**src/shared/fsc_regs.svh**
```systemverilog
// Purpose: Named constants of the fast serial channel slave
// Assumes: Included by its bare name from the slave, the serialiser and the bench top
// Notes:   Addresses are 7-bit register addresses carried in the command code
`ifndef FSC_REGS_SVH
`define FSC_REGS_SVH

// ----------------------------------------------------------------------
// Frame lengths and field positions
// ----------------------------------------------------------------------
`define FSC_CMD_LEN        5'h11
`define FSC_DATA_LEN       5'h1D
`define FSC_CNT_MAX        5'h1F
`define FSC_WR_FLAG        7
`define FSC_MULTI_FLAG     0
`define FSC_STOP_FLAG      0
`define FSC_A0_MASK        16'h0002
`define FSC_LAST12         4'hB
`define FSC_LAST16         4'hF

// ----------------------------------------------------------------------
// Register addresses
// ----------------------------------------------------------------------
`define FSC_ADDR_OE0       7'h10
`define FSC_ADDR_OE1       7'h11
`define FSC_ADDR_OE2       7'h12
`define FSC_ADDR_CFG_A     7'h20
`define FSC_ADDR_CFG_B     7'h21
`define FSC_ADDR_CMD_A     7'h22
`define FSC_ADDR_DIAG      7'h23

// ----------------------------------------------------------------------
// Configuration fields and reset values
// ----------------------------------------------------------------------
`define FSC_CFGA_DIV_HI    2
`define FSC_CFGA_PUSHPULL  3
`define FSC_CFGA_LEN16     4
`define FSC_CFGB_MULTI     4
`define FSC_CFGA_RESET     8'h08
`define FSC_CFGB_RESET     8'h00
`define FSC_MULTI_FRAMES   2'h3

// ----------------------------------------------------------------------
// Timing
// ----------------------------------------------------------------------
`define FSC_CLK_MHZ        100
`define FSC_MON_TIME_US    500
`define FSC_MON_CYCLES     (`FSC_MON_TIME_US * `FSC_CLK_MHZ)

`endif

```
**src/shared/fsc_pkg.sv**
```systemverilog
// Purpose: Types shared by the fast serial channel slave
// Assumes: Used with explicit package scope only
// Notes:   State codes are one-hot
package fsc_pkg;

   // ----------------------------------------------------------------------
   // State enumerations
   // ----------------------------------------------------------------------
   typedef enum logic [1:0] {
      FSC_ST_IDLE = 2'b01,
      FSC_ST_PREP = 2'b10
   } fsc_main_state_type;

   typedef enum logic [1:0] {
      FSC_TX_IDLE  = 2'b01,
      FSC_TX_SHIFT = 2'b10
   } fsc_tx_state_type;

endpackage : fsc_pkg

```
**src/rtl/fsc_fifo.sv**
```systemverilog
// Purpose: Upstream frame buffer with valid/ready on both sides
// Assumes: Single clock; flush empties it at once
// Notes:   Snapshot storage, so later writes never alter queued frames
`timescale 1ns/1ps
module fsc_fifo #(
   parameter int WIDTH = 16,
   parameter int DEPTH = 16,
   parameter int AW    = $clog2(DEPTH)
) (
   input  wire logic             clk_i,
   input  wire logic             rst_n_i,
   input  wire logic             flush_i,
   input  wire logic             in_valid_i,
   output logic                  in_ready_o,
   input  wire logic [WIDTH-1:0] in_data_i,
   output logic                  out_valid_o,
   input  wire logic             out_ready_i,
   output logic      [WIDTH-1:0] out_data_o
);
   typedef struct packed {
      logic [DEPTH-1:0][WIDTH-1:0] mem;
      logic [AW-1:0]               wp;
      logic [AW-1:0]               rp;
      logic [AW:0]                 cnt;
   } fsc_fifo_state_type;

   fsc_fifo_state_type q;
   fsc_fifo_state_type d;
   logic               push;
   logic               pop;

   // Honest full and empty flags
   assign in_ready_o  = (q.cnt != (AW+1)'(DEPTH));
   assign out_valid_o = (q.cnt != '0);
   assign out_data_o  = q.mem[q.rp];
   assign push        = in_valid_i && in_ready_o;
   assign pop         = out_valid_o && out_ready_i;

   // Pointer and count update
   always_comb begin
      d = q;
      if (push) begin
         d.mem[q.wp] = in_data_i;
         d.wp        = q.wp + AW'(1);
      end
      if (pop) begin
         d.rp = q.rp + AW'(1);
      end
      d.cnt = q.cnt + (AW+1)'(push) - (AW+1)'(pop);
      if (flush_i) begin
         d.wp  = '0;
         d.rp  = '0;
         d.cnt = '0;
      end
   end

   // State register
   always_ff @(posedge clk_i or negedge rst_n_i) begin
      if (!rst_n_i) begin
         q <= '0;
      end else begin
         q <= d;
      end
   end

endmodule : fsc_fifo

```
**src/rtl/fsc_slave.sv**
```systemverilog
// Purpose: Fast serial channel slave, downstream receiver and upstream control
// Assumes: All pins synchronous to clk_i; downstream clock far slower than clk_i
// Notes:   Register file outside is read through reg_rd_addr_o/reg_rd_data_i
`timescale 1ns/1ps
`include "fsc_regs.svh"
module fsc_slave #(
   parameter int MON_CYCLES = `FSC_MON_CYCLES,
   parameter int FIFO_DEPTH = 16
) (
   input  wire logic        clk_i,
   input  wire logic        rst_n_i,
   input  wire logic        clock_in_pos_i,
   input  wire logic        data_in_pos_i,
   input  wire logic        chip_select_n_i,
   input  wire logic [11:0] direct_drive_inputs_i,
   input  wire logic [11:0] direct_drive_select_i,
   input  wire logic [7:0]  reg_rd_data_i,
   output logic      [6:0]  reg_rd_addr_o,
   output logic             wr_valid_o,
   output logic      [6:0]  wr_addr_o,
   output logic      [7:0]  wr_data_o,
   output logic             upstream_out_o,
   output logic             upstream_out_oe_o,
   output logic      [27:0] output_control_regs_o,
   output logic      [23:0] output_enable_bits_o,
   output logic      [11:0] direct_drive_out_o,
   output logic             comm_timeout_o,
   output logic             upstream_busy_o
);
   localparam int MW = $clog2(MON_CYCLES + 1);
   localparam logic [MW-1:0] MON_LAST = MW'(MON_CYCLES - 1);
   localparam logic [MW-1:0] MON_END  = MW'(MON_CYCLES);

   typedef struct packed {
      fsc_pkg::fsc_main_state_type st;
      logic                        clk_prev;
      logic                        cs_prev;
      logic [4:0]                  cnt;
      logic [28:0]                 sh;
      logic [27:0]                 ctrl;
      logic [23:0]                 oe;
      logic [7:0]                  cfg_a;
      logic [7:0]                  cfg_b;
      logic                        timeout;
      logic [MW-1:0]               mon;
      logic [6:0]                  rd_addr;
      logic [1:0]                  k;
      logic                        multi;
      logic [3:0]                  fixed_a;
      logic                        ovf;
      logic                        wr_valid;
      logic [6:0]                  wr_addr;
      logic [7:0]                  wr_data;
   } fsc_main_reg_type;

   fsc_main_reg_type q;
   fsc_main_reg_type d;

   // ----------------------------------------------------------------------
   // Frame builder
   // ----------------------------------------------------------------------
   function automatic logic [15:0] fsc_frame(input logic       len16,
                                             input logic [3:0] addr,
                                             input logic [7:0] data);
      if (len16) begin
         fsc_frame = {2'b11, ^data, data, addr, 1'b0};
      end else begin
         fsc_frame = {4'h0, 2'b11, ^data, data, 1'b0};
      end
   endfunction : fsc_frame

   // ----------------------------------------------------------------------
   // Decode of the sampled pins and the received frame
   // ----------------------------------------------------------------------
   logic        fall;
   logic        cs_fall;
   logic        cs_rise;
   logic        cmd_ok;
   logic        data_ok;
   logic [7:0]  code;
   logic [7:0]  cdata;
   logic        rd_cmd;
   logic        wr_cmd;
   logic        up_busy;
   logic        len16;
   logic        mmode;
   logic        last_rd;
   logic [7:0]  rd_byte;
   logic        fifo_in_valid;
   logic        fifo_in_ready;
   logic [15:0] fifo_in_data;
   logic        fifo_out_valid;
   logic        fifo_out_ready;
   logic [15:0] fifo_out_data;
   logic        flush;
   logic        tx_busy;
   logic        tx_line;
   logic        tx_start;
   logic [15:0] tx_frame;

   assign fall    = q.clk_prev && !clock_in_pos_i;
   assign cs_fall = q.cs_prev && !chip_select_n_i;
   assign cs_rise = !q.cs_prev && chip_select_n_i;
   // Length and first (frame type) bit checked, no parity on downstream
   assign cmd_ok  = cs_rise && (q.cnt == `FSC_CMD_LEN) && q.sh[0];
   assign data_ok = cs_rise && (q.cnt == `FSC_DATA_LEN) && !q.sh[0];
   assign code    = q.sh[8:1];
   assign cdata   = q.sh[16:9];
   assign up_busy = (q.st == fsc_pkg::FSC_ST_PREP) || fifo_out_valid || tx_busy;
   assign rd_cmd  = cmd_ok && !code[`FSC_WR_FLAG];
   assign wr_cmd  = cmd_ok && code[`FSC_WR_FLAG] && (q.st != fsc_pkg::FSC_ST_PREP);
   assign len16   = q.cfg_a[`FSC_CFGA_LEN16];
   assign mmode   = q.cfg_b[`FSC_CFGB_MULTI];
   assign last_rd = !q.multi || (q.k == `FSC_MULTI_FRAMES);

   // Internal registers answer themselves, others come from outside
   always_comb begin
      case (q.rd_addr)
         `FSC_ADDR_OE0:   rd_byte = q.oe[7:0];
         `FSC_ADDR_OE1:   rd_byte = q.oe[15:8];
         `FSC_ADDR_OE2:   rd_byte = q.oe[23:16];
         `FSC_ADDR_CFG_A: rd_byte = q.cfg_a;
         `FSC_ADDR_CFG_B: rd_byte = q.cfg_b;
         `FSC_ADDR_DIAG:  rd_byte = {7'h00, q.timeout};
         default:         rd_byte = reg_rd_data_i;
      endcase
   end

   // Overflow flag rides in A0 of a 16-bit multi-read frame at the moment it leaves the queue
   assign tx_start       = fifo_out_valid && !tx_busy;
   assign fifo_out_ready = tx_start;
   assign tx_frame       = (len16 && mmode && q.ovf) ? (fifo_out_data | `FSC_A0_MASK)
                                                     : fifo_out_data;

   // ----------------------------------------------------------------------
   // Next-state logic
   // ----------------------------------------------------------------------
   always_comb begin
      d             = q;
      d.wr_valid    = 1'b0;
      d.clk_prev    = clock_in_pos_i;
      d.cs_prev     = chip_select_n_i;
      fifo_in_valid = 1'b0;
      fifo_in_data  = 16'h0000;
      flush         = 1'b0;
      // Bit capture, LSB first, ignored while select is high
      if (cs_fall) begin
         d.cnt = 5'h00;
      end else if (fall && !chip_select_n_i) begin
         if (q.cnt < `FSC_DATA_LEN) begin
            d.sh[q.cnt] = data_in_pos_i;
         end
         if (q.cnt != `FSC_CNT_MAX) begin
            d.cnt = q.cnt + 5'h01;
         end
      end
      // Monitor: only a good data frame restarts it
      if (data_ok) begin
         d.mon = '0;
      end else if (q.mon != MON_END) begin // Parks one past the limit
         d.mon = q.mon + MW'(1);
      end
      // Preparation: snapshot each register into the queue
      if (q.st == fsc_pkg::FSC_ST_PREP) begin
         if (fifo_in_ready) begin
            fifo_in_valid = 1'b1;
            fifo_in_data  = fsc_frame(len16, mmode ? {q.k, !last_rd, 1'b0} : q.fixed_a,
                                      rd_byte);
            if (q.rd_addr == `FSC_ADDR_DIAG) begin
               d.timeout = 1'b0;
            end
            d.k       = q.k + 2'h1;
            d.rd_addr = q.rd_addr + 7'h01;
            if (last_rd) begin
               d.st = fsc_pkg::FSC_ST_IDLE;
            end
         end
      end
      if (tx_start && len16 && mmode) begin
         d.ovf = 1'b0;
      end
      // Write command, also while upstream sends, but not during preparation
      if (wr_cmd) begin
         d.wr_valid = 1'b1;
         d.wr_addr  = code[6:0];
         d.wr_data  = cdata;
         case (code[6:0])
            `FSC_ADDR_OE0:   d.oe[7:0]   = cdata;
            `FSC_ADDR_OE1:   d.oe[15:8]  = cdata;
            `FSC_ADDR_OE2:   d.oe[23:16] = cdata;
            `FSC_ADDR_CFG_A: d.cfg_a     = cdata;
            `FSC_ADDR_CFG_B: d.cfg_b     = cdata;
            `FSC_ADDR_CMD_A: begin
               if (cdata[`FSC_STOP_FLAG]) begin
                  flush = 1'b1;
                  d.st  = fsc_pkg::FSC_ST_IDLE;
               end
            end
            default: begin
            end
         endcase
      end
      if (data_ok) begin
         d.ctrl = q.sh[28:1];
      end
      // Read command: accepted only when all upstream is over
      if (rd_cmd) begin
         if (up_busy) begin
            d.ovf = 1'b1;
         end else begin
            d.st      = fsc_pkg::FSC_ST_PREP;
            d.rd_addr = code[6:0];
            d.k       = 2'h0;
            d.multi   = cdata[`FSC_MULTI_FLAG];
            d.fixed_a = q.cfg_b[3:0];
         end
      end
      // Timeout wins over register writes, not over a good data frame; fires once, so a cleared flag stays cleared
      if ((q.mon == MON_LAST) && !data_ok) begin
         d.timeout = 1'b1;
         d.ctrl    = '0;
         d.oe      = '0;
      end
   end

   // State register
   always_ff @(posedge clk_i or negedge rst_n_i) begin
      if (!rst_n_i) begin
         q          <= '0;
         q.st       <= fsc_pkg::FSC_ST_IDLE;
         q.clk_prev <= 1'b0;
         q.cs_prev  <= 1'b1;
         q.cfg_a    <= `FSC_CFGA_RESET;
         q.cfg_b    <= `FSC_CFGB_RESET;
      end else begin
         q <= d;
      end
   end

   // ----------------------------------------------------------------------
   // Buffer and serialiser
   // ----------------------------------------------------------------------
   fsc_fifo #(
      .WIDTH (16),
      .DEPTH (FIFO_DEPTH)
   ) u_fifo (
      .clk_i       (clk_i),
      .rst_n_i     (rst_n_i),
      .flush_i     (flush),
      .in_valid_i  (fifo_in_valid),
      .in_ready_o  (fifo_in_ready),
      .in_data_i   (fifo_in_data),
      .out_valid_o (fifo_out_valid),
      .out_ready_i (fifo_out_ready),
      .out_data_o  (fifo_out_data)
   );

   fsc_up_tx u_tx (
      .clk_i   (clk_i),
      .rst_n_i (rst_n_i),
      .tick_i  (fall),
      .div_i   (q.cfg_a[`FSC_CFGA_DIV_HI:0]),
      .len16_i (len16),
      .start_i (tx_start),
      .frame_i (tx_frame),
      .abort_i (flush),
      .line_o  (tx_line),
      .busy_o  (tx_busy)
   );

   // ----------------------------------------------------------------------
   // Outputs
   // ----------------------------------------------------------------------
   assign upstream_out_o        = tx_line;
   assign upstream_out_oe_o     = q.cfg_a[`FSC_CFGA_PUSHPULL] || !tx_line;
   assign reg_rd_addr_o         = q.rd_addr;
   assign wr_valid_o            = q.wr_valid;
   assign wr_addr_o             = q.wr_addr;
   assign wr_data_o             = q.wr_data;
   assign output_control_regs_o = q.ctrl;
   assign output_enable_bits_o  = q.oe;
   assign comm_timeout_o        = q.timeout;
   assign upstream_busy_o       = up_busy;
   // Direct drive follows pins only once re-enabled
   assign direct_drive_out_o    = q.oe[11:0] & direct_drive_select_i
                                  & direct_drive_inputs_i;

   // ----------------------------------------------------------------------
   // Assertions
   // ----------------------------------------------------------------------
   property p_cmd_len;
      @(posedge clk_i) disable iff (!rst_n_i)
         q.wr_valid |-> $past(q.cnt) == `FSC_CMD_LEN;
   endproperty
   a_cmd_len: assert property (p_cmd_len) else $error("write without 17 bits");

   property p_timeout_off;
      @(posedge clk_i) disable iff (!rst_n_i)
         $rose(q.timeout) |-> (q.ctrl == '0) && (q.oe == '0);
   endproperty
   a_timeout_off: assert property (p_timeout_off) else $error("outputs on at timeout");

   property p_data_store;
      @(posedge clk_i) disable iff (!rst_n_i)
         data_ok |=> q.ctrl == $past(q.sh[28:1]);
   endproperty
   a_data_store: assert property (p_data_store) else $error("data frame not stored");

   property p_mon_restart;
      @(posedge clk_i) disable iff (!rst_n_i)
         data_ok |=> (q.mon == '0) && !$rose(q.timeout);
   endproperty
   a_mon_restart: assert property (p_mon_restart) else $error("monitor not restarted");

   property p_prep_nowrite;
      @(posedge clk_i) disable iff (!rst_n_i)
         (q.st == fsc_pkg::FSC_ST_PREP) |=> !q.wr_valid;
   endproperty
   a_prep_nowrite: assert property (p_prep_nowrite) else $error("write in preparation");

   property p_read_ignored;
      @(posedge clk_i) disable iff (!rst_n_i)
         (rd_cmd && up_busy) |=> q.ovf && $stable(q.rd_addr);
   endproperty
   a_read_ignored: assert property (p_read_ignored) else $error("busy read not ignored");

   property p_stop;
      @(posedge clk_i) disable iff (!rst_n_i)
         flush |=> !tx_busy && !fifo_out_valid && tx_line;
   endproperty
   a_stop: assert property (p_stop) else $error("upstream not stopped");

   property p_start_bit;
      @(posedge clk_i) disable iff (!rst_n_i)
         (tx_start && !flush) |=> !tx_line && tx_busy;
   endproperty
   a_start_bit: assert property (p_start_bit) else $error("no start bit");

   property p_open_drain;
      @(posedge clk_i) disable iff (!rst_n_i)
         !q.cfg_a[`FSC_CFGA_PUSHPULL] |-> (upstream_out_oe_o == !upstream_out_o);
   endproperty
   a_open_drain: assert property (p_open_drain) else $error("open drain drives high");

   c_data:    cover property (@(posedge clk_i) disable iff (!rst_n_i) data_ok);
   c_read:    cover property (@(posedge clk_i) disable iff (!rst_n_i) $rose(tx_busy));
   c_timeout: cover property (@(posedge clk_i) disable iff (!rst_n_i) $rose(q.timeout));
   c_stop:    cover property (@(posedge clk_i) disable iff (!rst_n_i) flush && tx_busy);

endmodule : fsc_slave

```
**src/rtl/fsc_up_tx.sv**
```systemverilog
// Purpose: Upstream frame serialiser, LSB first
// Assumes: tick_i marks each falling edge of the downstream clock
// Notes:   Bit time is (div_i + 1) downstream clock periods
`timescale 1ns/1ps
`include "fsc_regs.svh"
module fsc_up_tx (
   input  wire logic        clk_i,
   input  wire logic        rst_n_i,
   input  wire logic        tick_i,
   input  wire logic [2:0]  div_i,
   input  wire logic        len16_i,
   input  wire logic        start_i,
   input  wire logic [15:0] frame_i,
   input  wire logic        abort_i,
   output logic             line_o,
   output logic             busy_o
);
   typedef struct packed {
      fsc_pkg::fsc_tx_state_type st;
      logic [15:0]               sh;
      logic [3:0]                bitn;
      logic [3:0]                last;
      logic [2:0]                divc;
      logic                      line;
   } fsc_tx_state_type;

   fsc_tx_state_type q;
   fsc_tx_state_type d;

   assign line_o = q.line;
   assign busy_o = (q.st == fsc_pkg::FSC_TX_SHIFT);

   // Bit timing derived from the downstream clock only, hence it must keep running
   always_comb begin
      d = q;
      case (q.st)
         fsc_pkg::FSC_TX_IDLE: begin
            d.line = 1'b1;
            if (start_i) begin
               d.st   = fsc_pkg::FSC_TX_SHIFT;
               d.sh   = frame_i;
               d.line = frame_i[0];
               d.bitn = 4'h0;
               d.divc = 3'h0;
               d.last = len16_i ? `FSC_LAST16 : `FSC_LAST12;
            end
         end
         fsc_pkg::FSC_TX_SHIFT: begin
            if (tick_i) begin
               if (q.divc == div_i) begin
                  d.divc = 3'h0;
                  if (q.bitn == q.last) begin
                     d.st   = fsc_pkg::FSC_TX_IDLE;
                     d.line = 1'b1;
                  end else begin
                     d.bitn = q.bitn + 4'h1;
                     d.sh   = {1'b1, q.sh[15:1]};
                     d.line = q.sh[1];
                  end
               end else begin
                  d.divc = q.divc + 3'h1;
               end
            end
         end
         default: begin
            d.st   = fsc_pkg::FSC_TX_IDLE;
            d.line = 1'b1;
         end
      endcase
      if (abort_i) begin
         d.st   = fsc_pkg::FSC_TX_IDLE;
         d.line = 1'b1;
      end
   end

   // State register
   always_ff @(posedge clk_i or negedge rst_n_i) begin
      if (!rst_n_i) begin
         q      <= '0;
         q.st   <= fsc_pkg::FSC_TX_IDLE;
         q.line <= 1'b1;
      end else begin
         q <= d;
      end
   end

endmodule : fsc_up_tx

```
**config.mk**
```make
export PLATFORM = sky130hd
export DESIGN_NAME = fsc_slave
export DESIGN_NICKNAME = d
export VERILOG_FILES = /design/src/shared/fsc_pkg.sv /design/src/rtl/fsc_fifo.sv /design/src/rtl/fsc_slave.sv /design/src/rtl/fsc_up_tx.sv
export VERILOG_INCLUDE_DIRS = /design/src /design/src/shared
export SDC_FILE = /design/constraint.sdc
export NUM_CORES = 1
export LEC_CHECK = 0
export BUFFER_PORTS_ARGS = -buffer_cell sky130_fd_sc_hd__buf_2
export CAP_MARGIN = 20
export CORE_MARGIN = 5
export CORE_UTILIZATION = 40
export DETAILED_ROUTE_END_ITERATION = 12
export PLACE_DENSITY = 0.58
export SKIP_CTS_REPAIR_TIMING = 1
export SYNTH_ARGS = -nofsm -noshare
export SYNTH_HDL_FRONTEND = slang
export SYNTH_HIERARCHICAL = 1
export SYNTH_SLANG_ARGS = --single-unit
```
**constraint.sdc**
```tcl
create_clock -name clk_i -period 9.8 [get_ports clk_i]
set_clock_uncertainty 0.1 [all_clocks]
set_input_delay 0.98 -clock clk_i [delete_from_list [all_inputs] [get_ports clk_i]]
set_output_delay 0.98 -clock clk_i [all_outputs]
set_load 0.02 [all_outputs]
```
==> impl_metrics.toml <==
[floorplan]
core_mm2 = 0.0562
die_h_um = 247
rows = 87
num_io_pins = 128
die_w_um = 247
die_area_mm2 = 0.0612
start_util = 0.401

[global_route]
grt_pass1_wl_mm = 85.5
grt_usage = 0.177
gr-total-overflow = 0
antenna_found_initial = 0
grt_max_degree = 89
grt_pass1_vias = 14300

[synth]
syn_area_mm2 = 0.0225
synthTopCellsByArea = "dfrtp_1 (49%), mux2_2 (12%), mux4_2 (6.4%)"
async_flop_share = 1.00
synth_cells = 1762
syn_area_per_cell_um2 = 12.8
yosys.area.top_type = "dfrtp_1"
synth_edf_count = 0
ys_seq_area_frac = 0.500
netlist.area_leader.share = 0.494
ys_seq_elements = 450
yosys.cell_types.count = 77
yosys_warnings = 6
synth_ff_type = "dfrtp_1"

[placed_design]
postPlaceCellArea_mm2 = 0.0231
port_buffers = 127
dp_hpwl_mm = 34.3
finalWeightedCongestion = 0.796

[clock_tree]
clock-sinks = 450
cts_tree = "built"
clock_latency_ns = 0.59
h-tree-depth = 2
clkSlewWorstSetupHoldPaths_ns = 0.06
cts_buffers = 49
clockRootBuffer = "clkbuf_16"
cts_max_path_buffers = 3

[route]
finalWirelength_mm = 54.4
ant_nets = 0
wl_per_cell_um = 21.1
viasPerCell = 5.35
drt-initial-drc-count = 784
drc_errors = 0
firstDrtPassIters = 5
vias = 13800

[timing]
fin_hold_ws_ns = 0.320
finalCritPeriodShare = 0.421
fin_crit_ns = 4.12
max_freq_mhz = 243
maxSlewViolCount = 0
tightest_slew_ns = 1.13
rsz0062_at_grt = "no"
setup_viol = 0
fin_tns_setup_ns = 0
relSlewSlack = 0.244
hold_violations = 0

[finish]
drive_gt1_frac = 0.374
mostFrequentLayoutCell = "dfrtp_1"
final-seq-area_mm2 = 0.0113
final_cell_mix = "dfrtp_1 (443), mux2_2 (248), nand2_1 (161)"
n_fill_cell = 5156
diodes = 0
nets = 1850
area_delta_synth_final_pct = 10.4
multiInputGateArea_mm2 = 0.00996
design_area_mm2 = 0.0249

[worst_setup_path]
path_max_fanout = 19
path_class = "reg2reg"
worstSetupStartpointType = "flop"
worst_ep_arrival_time_ns = 4.51
required_ns = 10.19
worstSetupEndpointType = "flop"

[power]
power.leakage_nw = 11.5
p_per_area_mw_per_mm2 = 193
peakVddDrop_mv = 0.147

[min_path]
hold_path_class = "in2async"

[flow_run]
cap_violations = 0

[outcome]
status = "completed"
==> through the flow <==
stage / utilization / instances / setup WS [ns] / total power, W
after floorplan: - / 1768 / 6.34 / 0.00267
after global placement: 0.411 / 2484 / 5.82 / 0.00291
after detailed placement: 0.411 / 2484 / 5.66 / 0.00292
after CTS: 0.441 / 2574 / 5.63 / 0.00485
after global routing: 0.443 / 2580 / 5.47 / 0.00501
final: 0.443 / 2580 / 5.68 / 0.00480
==> power breakdown <==
part           leakage (nW)  total (W)  internal, W  switching, W
clock                 0.829    0.00191      0.00114      0.000769
combinational          5.01   0.000864     0.000360      0.000503
sequential             5.67    0.00202      0.00193     0.0000954
==> critical path, stage by stage, from the launching register on <==
cell and delay [ns]:
dfrtp_1 0.37, inv_1 0.07, ha_1 0.22, nand4bb_4 0.12, nand2_1 0.33, inv_1 0.56, and2_4 0.54, inv_1 0.09
ha_1 0.29, inv_1 0.04, ha_1 0.20, fa_1 0.42, a21oi_1 0.15, nor2_1 0.06, or3_1 0.34, a21oi_1 0.14
==> flip-flops by register name, summed over array words and instances, names as in the netlist <==
register / flops
cdata: 8
code: 8
comm_timeout_o: 1
len16: 1
mmode: 1
output_control_regs_o: 28
output_enable_bits_o: 24
q: 60
reg_rd_addr_o: 7
u_fifo/q: 269
u_tx/line_o: 1
u_tx/q: 26
wr_addr_o: 7
wr_data_o: 8
wr_valid_o: 1
==> metal layers <==
layer / vias up / routed length, um / track usage
li1: 6246 / - / -
met1: 7152 / 24800 / 0.248
met2: 333 / 25400 / 0.289
met3: 79 / 2870 / 0.0308
met4: 0 / 1340 / 0.0455
met5: - / 0 / 0
==> logic make-up after synthesis <==
| logic type | after synthesis | synth area share |
|---|---|---|
| mux | 421 | 0.251 |
| simple gates | 439 | 0.107 |
| buf+inv | 222 | 0.0608 |
| other cells | 1 | 0.000166 |
| fa+ha+maj | 28 | 0.0159 |
| flops | 450 | 0.500 |
| compound gates | 162 | 0.0502 |
| xor+xnor | 39 | 0.0151 |
==> Yosys cell counts, drive strengths merged (4+ instances only) <==
cell and count:
nand4 21, a22o 20, nor2 90, nor3b 6, buf 127, nor3 13, dfstp 5, xnor2 21
nand2 161, a22oi 35, and3 19, nand3 55, o21a 4, a21oi 22, or3 9, clkbuf 61
nor4b 5, nand2b 7, mux2 321, mux2i 36, nor2b 16, mux4 64, xor2 18, dfrtp 445
a21o 12, and2 15, and3b 6, a31oi 4, ha 27, inv 34, o21ai 41, a211oi 9
==> path summary, 6_finish.rpt <==
check / from / to / slack, ns / depth (start not counted)
max: u_fifo/q[3] / u_fifo/q[4] / 5.68 / 15
min: rst_n_i / u_fifo/q[204] / 0.32 / 1
max reg2reg: u_fifo/q[3] / u_fifo/q[4] / 5.68 / 15
min reg2reg: q[153] / q[153] / 0.37 / 2
max in group asynchronous: rst_n_i / u_fifo/q[98] / 7.19 / 3
min in group clk_i: q[153] / q[153] / 0.37 / 2
==> area by class of cell <==
| class | count | area share |
|---|---|---|
| multi-input cells | 1096 | 0.400 |
| well taps | 756 | 0.0380 |
| repair buffers | 154 | 0.0360 |
| clock buffers | 69 | 0.0568 |
| inverters | 34 | 0.00513 |
| clock inverters | 21 | 0.0109 |
| flip-flops and latches | 450 | 0.453 |
(Power assumes the default switching activity.)
